$ cat src/verilog/qrb_regs.svh
`ifndef QRB_REGS_SVH
`define QRB_REGS_SVH
// Byte offsets on the AXI4-Lite register window
`define QRB_OFF_ERROR      8'h00
`define QRB_OFF_COUNT      8'h04
`define QRB_OFF_ADDR_LO    8'h08
`define QRB_OFF_ADDR_MID   8'h0C
`define QRB_OFF_ADDR_HI    8'h10
`define QRB_OFF_DEVSEL     8'h14
`define QRB_OFF_STATUS     8'h18
`define QRB_OFF_CONTROL    8'h1C
`define QRB_OFF_EVENT      8'h20
`define QRB_OFF_FEATURES   8'h24
`define QRB_OFF_SECT_FULL  8'h28
// Field positions
`define QRB_CNT_CD         0
`define QRB_CNT_IO         1
`define QRB_CNT_REL        2
`define QRB_DEV_BIT        4
`define QRB_ST_ERR         0
`define QRB_ST_DRQ         3
`define QRB_ST_SERVICE_PENDING        4
`define QRB_ST_DF          5
`define QRB_ST_DEVICE_READY_FLAG        6
`define QRB_ST_BSY         7
`define QRB_CTL_HOB        7
`define QRB_CTL_QUEUE      0
`define QRB_CTL_OVL        1
`define QRB_CTL_DEV        2
`define QRB_EVT_RELEASE    0
`define QRB_EVT_SERVICE    1
`define QRB_EVT_SRVCMD     2
`define QRB_EVT_COUNT      3
`define QRB_SECT_FULL_BIT  0
// Reset values and AXI response codes
`define QRB_STATUS_RST     8'h80
`define QRB_DEVSEL_RST     8'hA0
`define QRB_CTL_RST        8'h03
`define QRB_RESP_OKAY      2'b00
`define QRB_RESP_SLVERR    2'b10
`endif

$ cat src/verilog/qrb_pkg.sv
package qrb_pkg;
  typedef enum logic [1:0] {
    QRB_IDLE,
    QRB_RELEASED,
    QRB_SERVICE_READY,
    QRB_SERVICING
  } qrb_state_t;

  typedef struct packed {
    logic [7:0] cur;
    logic [7:0] prev;
  } qrb_pair_t;
endpackage : qrb_pkg

$ cat src/verilog/qrb_release_regs.sv
`include "qrb_regs.svh"
module qrb_release_regs
  import qrb_pkg::*;
#(
  parameter int TAG_W = 5
) (
  input  wire logic        sys_clk_i,
  input  wire logic        rst_n_i,
  input  wire logic        release_i,
  input  wire logic [4:0]  release_tag_i,
  input  wire logic        other_ready_i,
  input  wire logic        cmd_prepared_i,
  input  wire logic        service_cmd_i,
  input  wire logic [31:0] s_axi_awaddr,
  input  wire logic        s_axi_awvalid,
  output logic             s_axi_awready,
  input  wire logic [31:0] s_axi_wdata,
  input  wire logic [3:0]  s_axi_wstrb,
  input  wire logic        s_axi_wvalid,
  output logic             s_axi_wready,
  output logic [1:0]       s_axi_bresp,
  output logic             s_axi_bvalid,
  input  wire logic        s_axi_bready,
  input  wire logic [31:0] s_axi_araddr,
  input  wire logic        s_axi_arvalid,
  output logic             s_axi_arready,
  output logic [31:0]      s_axi_rdata,
  output logic [1:0]       s_axi_rresp,
  output logic             s_axi_rvalid,
  input  wire logic        s_axi_rready,
  output logic             service_pending_o,
  output logic             service_taken_o
);

  initial begin
    if (TAG_W != 5) $error("qrb_release_regs: tag field is five bits wide");
  end

  qrb_state_t  state;
  qrb_pair_t   count_tag;
  qrb_pair_t   addr_low;
  qrb_pair_t   addr_mid;
  qrb_pair_t   addr_high;
  qrb_pair_t   features;
  logic        sector_full;
  logic [7:0]  device_select;
  logic [7:0]  device_status;
  logic [7:0]  error_flags;
  logic [7:0]  control;
  logic [`QRB_EVT_COUNT-1:0] events;
  logic        aw_held;
  logic        w_held;
  logic [7:0]  aw_off;
  logic [7:0]  w_byte;
  logic        w_lane0;
  logic        wr_fire;
  logic        high_order_select;
  logic        tag_valid;
  logic [7:0]  next_tag_byte;
  logic [7:0]  rd_byte;
  logic        rd_hit;

  function automatic logic reg_mapped(input logic [7:0] off);
    case (off)
      `QRB_OFF_ERROR, `QRB_OFF_COUNT, `QRB_OFF_ADDR_LO, `QRB_OFF_ADDR_MID,
      `QRB_OFF_ADDR_HI, `QRB_OFF_DEVSEL, `QRB_OFF_STATUS,
      `QRB_OFF_CONTROL, `QRB_OFF_EVENT, `QRB_OFF_FEATURES,
      `QRB_OFF_SECT_FULL: reg_mapped = 1'b1;
      default: reg_mapped = 1'b0;
    endcase
  endfunction : reg_mapped

  assign high_order_select = control[`QRB_CTL_HOB];
  assign tag_valid = control[`QRB_CTL_QUEUE] & control[`QRB_CTL_OVL];
  assign next_tag_byte = {(tag_valid ? release_tag_i : 5'h00), 1'b1, 1'b1, 1'b0};
  assign wr_fire = aw_held & w_held & ~s_axi_bvalid;
  // zero features pair
  // An all-zero pair asks for the full 65,536 sectors, not for none
  assign sector_full = (features == '0);

  // Write address and data are taken in either order, response follows both
  always_ff @(posedge sys_clk_i or negedge rst_n_i) begin
    if (!rst_n_i) begin
      aw_held       <= 1'b0;
      w_held        <= 1'b0;
      aw_off        <= 8'h00;
      w_byte        <= 8'h00;
      w_lane0       <= 1'b0;
      s_axi_awready <= 1'b0;
      s_axi_wready  <= 1'b0;
      s_axi_bvalid  <= 1'b0;
      s_axi_bresp   <= `QRB_RESP_OKAY;
    end else begin
      s_axi_awready <= ~aw_held & ~s_axi_awready & s_axi_awvalid;
      s_axi_wready  <= ~w_held & ~s_axi_wready & s_axi_wvalid;
      if (s_axi_awvalid && s_axi_awready) begin
        aw_held <= 1'b1;
        aw_off  <= s_axi_awaddr[7:0];
      end
      if (s_axi_wvalid && s_axi_wready) begin
        w_held  <= 1'b1;
        w_byte  <= s_axi_wdata[7:0];
        w_lane0 <= s_axi_wstrb[0];
      end
      if (wr_fire) begin
        aw_held      <= 1'b0;
        w_held       <= 1'b0;
        s_axi_bvalid <= 1'b1;
        s_axi_bresp  <= reg_mapped(aw_off) ? `QRB_RESP_OKAY : `QRB_RESP_SLVERR;
      end else if (s_axi_bvalid && s_axi_bready) begin
        s_axi_bvalid <= 1'b0;
      end
    end
  end

  // Command sequence: release, service request, service command
  always_ff @(posedge sys_clk_i or negedge rst_n_i) begin
    if (!rst_n_i) begin
      state <= QRB_IDLE;
    end else begin
      case (state)
        QRB_IDLE:          if (release_i) state <= QRB_RELEASED;
        QRB_RELEASED:      if (cmd_prepared_i) state <= QRB_SERVICE_READY;
        QRB_SERVICE_READY: if (service_cmd_i) state <= QRB_SERVICING;
        QRB_SERVICING:     state <= QRB_IDLE;
        default:           state <= QRB_IDLE;
      endcase
    end
  end

  // Shadow pairs: a write moves current into previous, as the HIGH_ORDER_SELECT view needs
  always_ff @(posedge sys_clk_i or negedge rst_n_i) begin
    if (!rst_n_i) begin
      count_tag <= '0;
      addr_low  <= '0;
      addr_mid  <= '0;
      addr_high <= '0;
      features  <= '0;
    end else if (state == QRB_IDLE && release_i) begin
      count_tag <= '{cur: next_tag_byte, prev: count_tag.cur};
    end else if (wr_fire && w_lane0) begin
      // A lane-0 write to a pair offset pushes current into previous, unless a release in idle lands in the same cycle
      case (aw_off)
        `QRB_OFF_COUNT:    count_tag <= '{cur: w_byte, prev: count_tag.cur};
        `QRB_OFF_ADDR_LO:  addr_low  <= '{cur: w_byte, prev: addr_low.cur};
        `QRB_OFF_ADDR_MID: addr_mid  <= '{cur: w_byte, prev: addr_mid.cur};
        `QRB_OFF_ADDR_HI:  addr_high <= '{cur: w_byte, prev: addr_high.cur};
        `QRB_OFF_FEATURES: features  <= '{cur: w_byte, prev: features.cur};
        default: ;
      endcase
    end
  end

  // Control, device select and error byte
  always_ff @(posedge sys_clk_i or negedge rst_n_i) begin
    if (!rst_n_i) begin
      control       <= `QRB_CTL_RST;
      device_select <= `QRB_DEVSEL_RST;
      error_flags   <= 8'h00;
    end else begin
      if (wr_fire && w_lane0 && aw_off == `QRB_OFF_CONTROL) control <= w_byte;
      if (wr_fire && w_lane0 && aw_off == `QRB_OFF_DEVSEL) device_select <= w_byte;
      else device_select[`QRB_DEV_BIT] <= control[`QRB_CTL_DEV];
      if (state == QRB_IDLE && release_i) error_flags <= 8'h00;
    end
  end

  // Status byte
  always_ff @(posedge sys_clk_i or negedge rst_n_i) begin
    if (!rst_n_i) begin
      device_status <= `QRB_STATUS_RST;
    end else if (state == QRB_IDLE && release_i) begin
      device_status                <= 8'h00;
      device_status[`QRB_ST_DEVICE_READY_FLAG] <= 1'b1;
      device_status[`QRB_ST_SERVICE_PENDING] <= other_ready_i;
    end else if (state == QRB_RELEASED && cmd_prepared_i) begin
      device_status[`QRB_ST_SERVICE_PENDING] <= 1'b1;
    end else if (state != QRB_IDLE && other_ready_i) begin
      device_status[`QRB_ST_SERVICE_PENDING] <= 1'b1;
    end else if (state == QRB_SERVICING && !other_ready_i) begin
      device_status[`QRB_ST_SERVICE_PENDING] <= 1'b0;
    end
  end

  // Sticky events; hardware set wins so a clear never hides a fresh event
  for (genvar g = 0; g < `QRB_EVT_COUNT; g++) begin : gen_event
    logic hit;
    logic clr;
    assign hit = (g == `QRB_EVT_RELEASE && state == QRB_IDLE && release_i) ||
                 (g == `QRB_EVT_SERVICE && state == QRB_RELEASED && cmd_prepared_i) ||
                 (g == `QRB_EVT_SRVCMD && state == QRB_SERVICE_READY && service_cmd_i);
    assign clr = wr_fire && w_lane0 && aw_off == `QRB_OFF_EVENT && w_byte[g];
    always_ff @(posedge sys_clk_i or negedge rst_n_i) begin
      if (!rst_n_i) begin
        events[g] <= 1'b0;
      end else if (hit) begin
        events[g] <= 1'b1;
      end else if (clr) begin
        events[g] <= 1'b0;
      end
    end
  end : gen_event

  always_ff @(posedge sys_clk_i or negedge rst_n_i) begin
    if (!rst_n_i) begin
      service_pending_o <= 1'b0;
      service_taken_o   <= 1'b0;
    end else begin
      service_pending_o <= device_status[`QRB_ST_SERVICE_PENDING];
      // pulse hands over to transfer logic
      service_taken_o   <= (state == QRB_SERVICE_READY) && service_cmd_i;
    end
  end

  always_comb begin
    rd_hit  = reg_mapped(s_axi_araddr[7:0]);
    rd_byte = 8'h00;
    case (s_axi_araddr[7:0])
      `QRB_OFF_ERROR:    rd_byte = error_flags;
      `QRB_OFF_COUNT:    rd_byte = high_order_select ? count_tag.prev : count_tag.cur;
      `QRB_OFF_ADDR_LO:  rd_byte = high_order_select ? addr_low.prev : addr_low.cur;
      `QRB_OFF_ADDR_MID: rd_byte = high_order_select ? addr_mid.prev : addr_mid.cur;
      `QRB_OFF_ADDR_HI:  rd_byte = high_order_select ? addr_high.prev : addr_high.cur;
      `QRB_OFF_DEVSEL:   rd_byte = device_select;
      `QRB_OFF_STATUS:   rd_byte = device_status;
      `QRB_OFF_CONTROL:  rd_byte = control;
      `QRB_OFF_EVENT:    rd_byte = {{(8 - `QRB_EVT_COUNT){1'b0}}, events};
      `QRB_OFF_FEATURES: rd_byte = high_order_select ? features.prev : features.cur;
      `QRB_OFF_SECT_FULL: rd_byte[`QRB_SECT_FULL_BIT] = sector_full;
      default:           rd_byte = 8'h00;
    endcase
  end

  always_ff @(posedge sys_clk_i or negedge rst_n_i) begin
    if (!rst_n_i) begin
      s_axi_arready <= 1'b0;
      s_axi_rvalid  <= 1'b0;
      s_axi_rdata   <= 32'h0000_0000;
      s_axi_rresp   <= `QRB_RESP_OKAY;
    end else begin
      s_axi_arready <= s_axi_arvalid & ~s_axi_arready & ~s_axi_rvalid;
      if (s_axi_arvalid && s_axi_arready) begin
        s_axi_rvalid <= 1'b1;
        s_axi_rdata  <= {24'h00_0000, rd_byte};
        s_axi_rresp  <= rd_hit ? `QRB_RESP_OKAY : `QRB_RESP_SLVERR;
      end else if (s_axi_rvalid && s_axi_rready) begin
        s_axi_rvalid <= 1'b0;
      end
    end
  end

endmodule : qrb_release_regs

$ cat config.mk
export PLATFORM = sky130hd
export DESIGN_NAME = qrb_release_regs
export DESIGN_NICKNAME = d
export VERILOG_FILES = /design/src/verilog/qrb_pkg.sv /design/src/verilog/qrb_release_regs.sv
export VERILOG_INCLUDE_DIRS = /design/src /design/src/verilog
export SDC_FILE = /design/constraint.sdc
export NUM_CORES = 1
export LEC_CHECK = 0
export ABC_CLOCK_PERIOD_IN_PS = 1990
export BUFFER_PORTS_ARGS = -buffer_cell sky130_fd_sc_hd__buf_2
export CORE_MARGIN = 2
export CORE_UTILIZATION = 35
export CTS_CLUSTER_DIAMETER = 30
export DETAILED_ROUTE_END_ITERATION = 7
export HOLD_SLACK_MARGIN = 0.06
export PLACE_DENSITY = 0.57
export SLEW_MARGIN = 15
export SYNTH_ARGS = -nofsm -noshare
export SYNTH_HDL_FRONTEND = slang
export SYNTH_SLANG_ARGS = --single-unit
$ cat constraint.sdc
create_clock -name sys_clk_i -period 1.99 [get_ports sys_clk_i]
set_clock_uncertainty 0.15 [all_clocks]
set_input_delay 0.398 -clock sys_clk_i [delete_from_list [all_inputs] [get_ports sys_clk_i]]
set_output_delay 0.398 -clock sys_clk_i [all_outputs]
set_load 0.02 [all_outputs]
After elaboration in Yosys (flattened, before gate mapping). Cells that the tools add are included.

Input bits: 116. Bits in registers: 142.

Muxes and demuxes: 39. Eq/ne operators: 26. Bitwise logic cells: 17. Reduce and logical (&&, ||, !) cells: 41.

Operators with widths (count): equality test 8 x 5 -> 1 bit, second input constant (8); case mux 7 bit (9 select lines) (1); equality test 8 x 6 -> 1 bit, second input constant (6); 2-to-1 mux 16 bit (3); 2-to-1 mux 8 bit (5); equality test 8 x 4 -> 1 bit, second input constant (4); 2-to-1 mux 1 bit (22); OR reduction 11 bit (2); nonzero test 2 bit (10); logical AND 1 bit (17); equality test 8 x 3 -> 1 bit, second input constant (2); logical NOT 16 bit (1); logical NOT 8 bit (2); AND reduction 3 bit (5); 2-to-1 mux 2 bit (5); AND 1 bit (9); case mux 1 bit (9 select lines) (1); NOT 1 bit (8); case mux 2 bit (4 select lines) (1); inequality test 2 bit, second input constant (3); 2-to-1 mux 5 bit (1); equality test 2 bit, second input constant (2); nonzero test 4 bit (1); equality test 2 x 1 -> 1 bit, second input constant (1); other kinds (3) (3).

Longest topological paths before layout. Gate-level depths: netlist (run 1).

Depth in word-level cells: 7. Gate-level depth with buffers: 8. Depth with buffers taken out: 7.

Least setup slack after synthesis (run 1). OpenSTA, ideal clock, no wires.

Kind: reg-to-reg. Start: reg state[0]. End: reg addr_low[10] (netlist name). Setup slack: -0.150 ns. Required time: 1.715 ns. Arrival time: 1.866 ns. Library setup time: 0.125 ns. Path buffers: 1. Stages on the path, launching flop included: 7. Cell sequence: dfrtp_1 -> inv_1 -> ha_1 -> and2_0 -> nor4_4 -> buf_6 -> mux2_2.

Cells in the longest elaborated chain, start to end: 4.

Ends and longest elaborated chain: from (decl) (RTL line qrb_release_regs.sv:39) `qrb_state_t state;`; from (signal assigned) (RTL line qrb_release_regs.sv:119) `state <= QRB_IDLE;`; from (signal assigned) (RTL line qrb_release_regs.sv:122) `QRB_IDLE: if (release_i) state <= QRB_RELEASED;`; from (signal assigned) (RTL line qrb_release_regs.sv:123) `QRB_RELEASED: if (cmd_prepared_i) state <= QRB_SERVICE_READY;`; logical NOT 2 bit (RTL line qrb_release_regs.sv:139) `end else if (state == QRB_IDLE && release_i) begin`; logical AND 1 bit (RTL line qrb_release_regs.sv:139); NOT 1 bit (no source line); AND reduction 3 bit (no source line); to (signal assigned) (RTL line qrb_release_regs.sv:145) `` `QRB_OFF_ADDR_LO: addr_low <= '{cur: w_byte, prev: addr_low.cur}; ``; to (decl) (RTL line qrb_release_regs.sv:41) `qrb_pair_t addr_low;`.

Every way passes these cells. A chain may end at the register's enable or synchronous reset.

Final worst setup path (run 1).
Start: reg state[0]. End: reg features[0] (netlist name).

Cells in the longest elaborated chain, start to end: 4.

Ends and longest elaborated chain: logical NOT 2 bit (RTL line qrb_release_regs.sv:139); logical AND 1 bit (RTL line qrb_release_regs.sv:139); NOT 1 bit (no source line); AND reduction 3 bit (no source line); to (signal assigned) (RTL line qrb_release_regs.sv:148) `` `QRB_OFF_FEATURES: features <= '{cur: w_byte, prev: features.cur}; ``; to (decl) (RTL line qrb_release_regs.sv:44) `qrb_pair_t features;`.

Every way passes these cells.

==> run metrics, run 1 <==
status complete, but fails checks; failing checks setup timing; wire per inst 18.1 µm; P&R area growth vs syn 33.8%; power per standard cell area 984 nW/µm²; antenna violations before repair 0; buffers and inverters on the worst path 4; Compound-Gate Fraction of Synth Area 7.18%; DRT iter0 DRCs 292; TritonCTS buffer count 17; Sink Count 140; Std-Cell Rows 51; Setup crit start kind register; clk buf depth 2; worst skew pair latency 420 ps; layout cells sized above 1 47.9%; largest net degree at the start of global routing 47; vias per cell 5.00; post-synthesis mux area share 24.7%; main combinational cell family by area after synthesis multiplexers; fin crit period 2010 ps; MaxCap Viol Count 0; fin crit share 101%; r2r endpoint features[0]; met3 Track Usage GR 4.13%; adder-cell share of the synthesized area 0.918%; # setup viols final 9; asr flop ratio synth 100%; grt ovf 0; M1 GR Usage 23.1%; critical path type reg -> reg; setup ws final -15.8 ps; Slew headroom 58.6%; final hold vios 0; Via Count 4819; min-delay src other_ready_i; leakage power 4.13 nW; Die Width 144 µm; Die Height 144 µm; Multi-input gate area 3290 µm²; H-Tree Depth 4; Reg area 3510 µm²; Synth Instances 532; post-detail-place hpwl 12.0 mm; # fillers 1711; Post-Synth XOR/XNOR Area 0.128%; register area share after synthesis 51.5%; worst hold slack 84.6 ps; global-route usage over all layers 17.1%; Data required, critical path 2150 ps; CP max FO 8; Max Freq 0.499 GHz; first-pass GRT wire length 26.6 mm; arrival time of the worst setup path 2160 ps; top-count cell post-synth dfrtp_1; Final ANT Viol Nets 0; final net count 806; Reg2Reg Launch Point state[0]; crit path cell chain inv_2 -> ha_4 -> and2_4 -> buf_4 -> nor3_4 -> buf_12 -> clkbuf_16 -> mux2_4; synthesized area 6820 µm²; unique cell type count in the Yosys netlist 63; cell taking the most area after synthesis dfrtp_1; worst vdd ir 695 µV; CP max stage cell dfrtp_1; Clock transition at path regs 60 ps; Synth Register Bits 140; M2 GR Usage 27.2%; full die area 20600 µm²; port bufs 57; clk root buf clkbuf_16; Post-synth EDFFs 0; min-delay worst type in -> reg; r2r setup slk -20 ps; Ant. Diodes 0; r2r worst-path depth 8; Core ar. 19300 µm²; Hold Path Stages 3; DRC 0; detailed-route wire length 17.4 mm; Initial Util 35.4%; synth cell count leaders dfrtp_1, mux2_2, nand2_1, mux2i_1, buf_4; gr busiest metal met2; Syn. warnings 0; I/O pin count 159; Top FF cell, synth dfrtp_1; Final Total Pwr 8.97 mW; post-synthesis simple-gate area fraction 10.0%; vias in the first global route 4873; unrepaired setup endpoints after global routing true; syn_area_per_cell 12.8 µm²; beginning of the critical path state[0]; Pre-antenna DRT Iters 4; WHS Endpoint device_status[4]; CTS tree built; top-area cell type share of the netlist area 49.6%; Placer Congestion 0.873; top post-synthesis cells by area dfrtp_1, mux2_2, mux2i_1; Worst Max-Slew Pin Slew 617 ps; critical path's top delay family buffers and inverters; CP endpoint kind register; Slew Viols, Final 0; max incr delay on CP 370 ps
-- cells in the final DEF (no fill, tap or decap), types with 4 or more instances in the layout --
cell type and n:
a211oi_2 4, a21oi_1 12, a22oi_1 6, buf_12 14, buf_2 56, buf_4 57, buf_6 5, clkbuf_16 19
clkinv_4 5, conb_1 26, dfrtp_1 133, dfstp_2 5, dlygate4sd3_1 24, ha_1 4, inv_1 6, mux2_2 74
mux2_4 42, mux2i_1 28, nand2_1 35, nand3_1 9, nor2_1 8, nor4_1 8, o21ai_0 17, o21ai_1 6
o22ai_1 5
-- worst register-to-register path, delay by kind of cell, from the launching register on --
kind	cells	cell delay (ps)
buf+inv	4	510
simple gates	2	380
flops	1	370
mux	1	300
fa+ha+maj	1	160
-- area by class of cell --
| class | count | area share, % |
|---|---|---|
| sequential | 140 | 38.5 |
| multi-input combinational | 360 | 36.1 |
| timing repair buffer | 158 | 14.6 |
| clock buffer | 17 | 4.67 |
| tap | 265 | 3.64 |
| clock inverter | 15 | 2.09 |
| inverter | 8 | 0.329 |
-- worst max path at each step --
stage          cells past startpoint             end  slack (ps)
2_1_floorplan                      6    addr_low[10]        -110
3_3_place_gp                       6  s_axi_rdata[5]        -290
3_5_place_dp                       6  s_axi_rdata[5]        -300
4_1_cts                            7  s_axi_rdata[0]         -10
5_1_grt                            6     features[0]         -70
6_report                           8     features[0]         -20
-- flip-flops by register name (all words and copies together) (netlist names), 2 cells and up --
register / cells
s_axi_rdata: 8
count_tag: 16
control: 8
addr_low: 16
events: 3
state: 2
addr_high: 16
device_status: 3
w_byte: 8
features: 16
addr_mid: 16
aw_off: 8
device_select: 8
-- layer usage --
layer,share of wire [%],up-vias
met5,0,-
li1,-,2217
met2,47,134
met1,47,2444
met4,2.1,0
met3,4.1,24
-- kinds of logic after synthesis --
group,Yosys count
AOI/OAI and AO/OA,76
xor gates and xnor gates,1
adders and majority gates,5
buffers and inverters,57
DFF,140
muxes,149
other,1
and+or+nand+nor,103
-- stage by stage --
step                      instances  TNS (ps)  util (%)  setup slack, ps  area [µm²]
after floorplan                 557     -1860         -             -113        6930
after global placement          886     -1370      40.3             -290        7770
after detailed placement        886     -1370      40.3             -296        7770
after CTS                       946     -13.0      45.1            -13.0        8700
after global routing            963     -1450      47.3            -68.1        9120
final                           963     -91.5      47.3            -15.8        9120
-- power breakdown --
part | total (mW) | leakage, nW | switching [mW] | internal [mW]
Combinational | 1.88 | 2.01 | 0.867 | 1.01
Sequential | 3.80 | 1.83 | 0.578 | 3.22
Clock | 3.30 | 0.292 | 1.31 | 1.99
Total | 8.97 | 4.13 | 2.75 | 6.22
-- repair_timing --
action | in CTS | in global routing
resized for setup | 12 | 65
endpoints found under the setup margin | 23 | 64
pin swaps | 8 | 17
setup buffers | 4 | 15
hold endpoints to repair | 57 | 0
hold buffers | 24 | 0
gates cloned | 0 | 2
(Power assumes the default switching activity.)
==> run 2: changes to the inputs <==
--- a/config.mk
+++ b/config.mk
@@ -6,6 +6,7 @@
 export SDC_FILE = /design/constraint.sdc
 export NUM_CORES = 1
 export LEC_CHECK = 0
+export ABC_AREA = 1
 export ABC_CLOCK_PERIOD_IN_PS = 1990
 export BUFFER_PORTS_ARGS = -buffer_cell sky130_fd_sc_hd__buf_2
 export CORE_MARGIN = 2
==> run metrics, run 2 <==
MaxCap Viol Count 0; Area after DPL 7680 µm²; Slew Viols, Final 0; buffers and inverters on the worst path 3; CP endpoint kind register; worst skew pair latency 420 ps; H-Tree Depth 4; beginning of the critical path control[7]; Synth Register Bits 140; Synth Instances 865; Core ar. 20100 µm²; Initial Util 35.4%; vias in the first global route 5302; Std-Cell Rows 52; detailed-route wire length 16.9 mm; syn_area_per_cell 8.23 µm²; CP max stage cell dfrtp_2; antenna violations before repair 0; wire per inst 13.7 µm; first-pass GRT wire length 28.0 mm; synth cell count leaders nand2_1, dfrtp_1, inv_1, o21ai_1, o21ai_0; Die Width 147 µm; min-delay worst type in -> reg; CTS tree built; DRT iter0 DRCs 383; DRC 0; commonest non-fill, non-tap cell in the layout nand2_1; Worst Max-Slew Pin Slew 522 ps; top-area cell type share of the netlist area 47.5%; min-delay src cmd_prepared_i; cell mode on critical path nand2_1; status finished, final reports clean; final hold vios 0; I/O pin count 159; Syn. warnings 0; critical path type reg -> reg; cell taking the most area after synthesis dfrtp_1; most frequent cells in the layout nand2_1, dfrtp_1, inv_1; worst hold slack 83.3 ps; top-count cell post-synth nand2_1; layout cells sized above 1 20.6%; Data required, critical path 2150 ps; unrepaired setup endpoints after global routing false; unique cell type count in the Yosys netlist 34; worst vdd ir 751 µV; final net count 1075; final core utilization 42.5%; CP max FO 38; clk buf depth 2; Setup crit start kind register; grt ovf 0; vias per cell 4.49; port bufs 57; max incr delay on CP 400 ps; critical path's top delay family buffers and inverters; # fillers 1980; P&R area growth vs syn 20.1%; Top FF cell, synth dfrtp_1; post-detail-place hpwl 11.7 mm; full die area 21500 µm²; Clock transition at path regs 60 ps; Max Freq 0.556 GHz; setup TNS 0 ps; # setup viols final 0; Reg2Reg Launch Point control[7]; power per standard cell area 1080 nW/µm²; Placer Congestion 0.830; top post-synthesis cells by area dfrtp_1, nand2_1, o21ai_1; Final ANT Viol Nets 0; Slew headroom 65.2%; Post-synth EDFFs 0; leakage power 4.08 nW; arrival time of the worst setup path 1960 ps; Ant. Diodes 0; Pre-antenna DRT Iters 5; TritonCTS buffer count 17; largest net degree at the start of global routing 47; Via Count 5555; clk root buf clkbuf_16; Sink Count 140; asr flop ratio synth 100%; fin crit period 1800 ps; Final Total Pwr 9.20 mW; Die Height 147 µm; fin crit share 90.3%; synthesized area 7120 µm²; global-route usage over all layers 16.7%; register area share after synthesis 49.3%; design area 8550 µm²; crit path cell chain buf_12 -> clkinvlp_4 -> buf_4 -> o21ai_0 -> o21ai_0 -> nor2_1 -> nand2_1 -> nand2_1 -> nand2_1
## run 2: report_power, final
part	switching [mW]	leakage, nW	internal [mW]
clock	1.22	0.292	2.12
combinational	1.50	1.96	0.664
sequential	0.330	1.83	3.37
## run 2: worst min-delay path, stage by stage
cell	delay (ps)
buf_2	90
nand2_1	70
nand2_1	60
## run 2: layout make-up
cell class / count / area (µm²) / area share (%)
clock inverter: 12 / 170 / 1.99
multi-input combinational: 601 / 2940 / 34.4
inverter: 92 / 349 / 4.08
clock buffer: 20 / 447 / 5.22
timing repair buffer: 102 / 791 / 9.25
tap: 270 / 338 / 3.95
sequential: 140 / 3510 / 41.1
## run 2: timing repair
action / 4_1_cts / 5_1_grt
hold buffers: 23 / 0
hold endpoints to repair: 134 / 0
setup buffers: 0 / 1
resized for setup: 0 / 3
endpoints found under the setup margin: 0 / 14
## run 2: kinds of logic (layout without fill, tap and decap cells)
| group | count (synthesis) | count (layout) | synth area share, % |
|---|---|---|---|
| flops | 140 | 140 | 49.3 |
| other cells | 1 | 26 | 0.0527 |
| compound gates | 180 | 180 | 14.1 |
| simple gates | 390 | 390 | 25.0 |
| fa+ha+maj | 5 | 5 | 0.879 |
| buf+inv | 149 | 226 | 10.7 |
## run 2: final timing paths
path	to	slack [ps]	depth (start not counted)
worst max-delay path	s_axi_rdata[6]	190	9
worst min-delay path	events[1]	80	3
worst max register to register	s_axi_rdata[6]	190	9
worst min register to register	s_axi_arready	290	1
max in group asynchronous	device_status[7]	710	3
min in group asynchronous	service_taken_o	260	2
## run 2: per-layer routing
metal / part of all wire [%] / vias to the layer above / GRT usage (%)
met1: 49 / 2524 / 23.0
met2: 46 / 124 / 26.1
met5: 0 / - / 0
met3: 4.1 / 14 / 4.25
met4: 1.0 / 0 / 4.76
li1: - / 2893 / -
## run 2: per-stage QoR
step                      std cells  worst slack [ps]
after CTS                      1236               133
after global placement         1181               156
after detailed placement       1181               124
final                          1237               193
after floorplan                 890               351
after global routing           1237              26.8
==> run 3: changes to the inputs <==
--- a/config.mk
+++ b/config.mk
@@ -15,6 +15,7 @@
 export DETAILED_ROUTE_END_ITERATION = 7
 export HOLD_SLACK_MARGIN = 0.06
 export PLACE_DENSITY = 0.57
+export RECOVER_POWER = 50
 export SLEW_MARGIN = 15
 export SYNTH_ARGS = -nofsm -noshare
 export SYNTH_HDL_FRONTEND = slang
==> run metrics, run 3 (synthesis gave the netlist of run 2 again) <==
largest net degree at the start of global routing 47; Die Height 147 µm; Pre-antenna DRT Iters 5; Setup crit start kind register; max incr delay on CP 400 ps; status finished, final reports clean; clk buf depth 2; # fillers 1980; min-delay worst type in -> reg; setup TNS 0 ps; DRT iter0 DRCs 379; fin crit period 1800 ps; CP endpoint kind register; antenna violations before repair 0; wire per inst 13.6 µm; Std-Cell Rows 52; Max Freq 0.555 GHz; fin crit share 90.5%; vias per cell 4.49; Die Width 147 µm; Slew headroom 49.9%; P&R area growth vs syn 20.0%; grt ovf 0; Placer Congestion 0.830; most frequent cells in the layout nand2_1, dfrtp_1, inv_1; power per standard cell area 1080 nW/µm²; TritonCTS buffer count 17; final hold vios 0; post-detail-place hpwl 11.7 mm; Final ANT Viol Nets 0; crit path cell chain buf_12 -> clkinvlp_4 -> buf_4 -> o21ai_0 -> o21ai_0 -> nor2_1 -> nand2_1 -> nand2_1 -> nand2_1; commonest non-fill, non-tap cell in the layout nand2_1; CP max stage cell dfrtp_2; final core utilization 42.5%; Ant. Diodes 0; full die area 21500 µm²; critical path type reg -> reg; unrepaired setup endpoints after global routing false; CP max FO 38; arrival time of the worst setup path 1960 ps; DRC 0; cell mode on critical path nand2_1; worst vdd ir 754 µV; vias in the first global route 5302; H-Tree Depth 4; clk root buf clkbuf_16; global-route usage over all layers 16.7%; layout cells sized above 1 20.5%; port bufs 57; CTS tree built; final net count 1075; Sink Count 140; # setup viols final 0; Data required, critical path 2150 ps; Worst Max-Slew Pin Slew 751 ps; Core ar. 20100 µm²; Slew Viols, Final 0; first-pass GRT wire length 28.0 mm; Via Count 5552; Clock transition at path regs 60 ps; MaxCap Viol Count 0; I/O pin count 159; Initial Util 35.4%; detailed-route wire length 16.9 mm; leakage power 4.08 nW; worst skew pair latency 420 ps
## run 3: cell type report
| class | instances | area [µm²] | share of cell area, % |
|---|---|---|---|
| Sequential cell | 140 | 3510 | 41.1 |
| Multi-Input combinational cell | 601 | 2940 | 34.5 |
| Timing Repair Buffer | 102 | 783 | 9.17 |
| Clock buffer | 20 | 447 | 5.23 |
| Inverter | 92 | 349 | 4.09 |
| Tap cell | 270 | 338 | 3.95 |
| Clock inverter | 12 | 170 | 1.99 |
## run 3: power by group
group | switching [mW] | leakage [nW] | internal, mW
clock network | 1.22 | 0.292 | 2.12
logic | 1.50 | 1.96 | 0.663
registers | 0.330 | 1.83 | 3.37
total | 3.05 | 4.08 | 6.15
## run 3: stage by stage
step | hold slack, ps | setup slack (ps) | instances | power [mW] | area [µm²]
final | 85.4 | 189 | 1237 | 9.20 | 8540
after CTS | 62.6 | 133 | 1236 | 9.33 | 8530
after detailed placement | 140 | 124 | 1181 | 5.90 | 7680
after floorplan | -47.6 | 351 | 890 | 5.22 | 7210
after global routing | 71.9 | 26.8 | 1237 | 9.76 | 8540
after global placement | 145 | 156 | 1181 | 5.86 | 7680
## run 3: what timing repair did
item,in CTS,in global routing
setup buffers,0,1
setup endpoints to repair,0,14
endpoints found under the hold margin,134,0
gates resized for setup,0,3
hold buffers,23,0
## run 3: per-layer routing
metal	GRT usage [%]	wire length (µm)	up-vias
li1	-	-	2893
met5	0	0	-
met3	4.25	745	17
met4	4.76	205	0
met2	26.1	7750	135
met1	23.0	8170	2507
## run 3: worst paths after layout
kind | from | end | slack (ps) | cells after the start
max | control[7] | s_axi_rdata[6] | 190 | 9
min | cmd_prepared_i | events[1] | 90 | 3
max reg2reg | control[7] | s_axi_rdata[6] | 190 | 9
min in group asynchronous | rst_n_i | service_taken_o | 420 | 2
max in group asynchronous | rst_n_i | device_status[7] | 270 | 3
min reg2reg | s_axi_arready | s_axi_arready | 290 | 1
## run 3: critical path: cells and delay by family, from the launching register on
family                 cells  cell delay, ps
buffers and inverters      3             580
DFF                        1             400
and+or+nand+nor            4             310
AOI/OAI and AO/OA          2             250
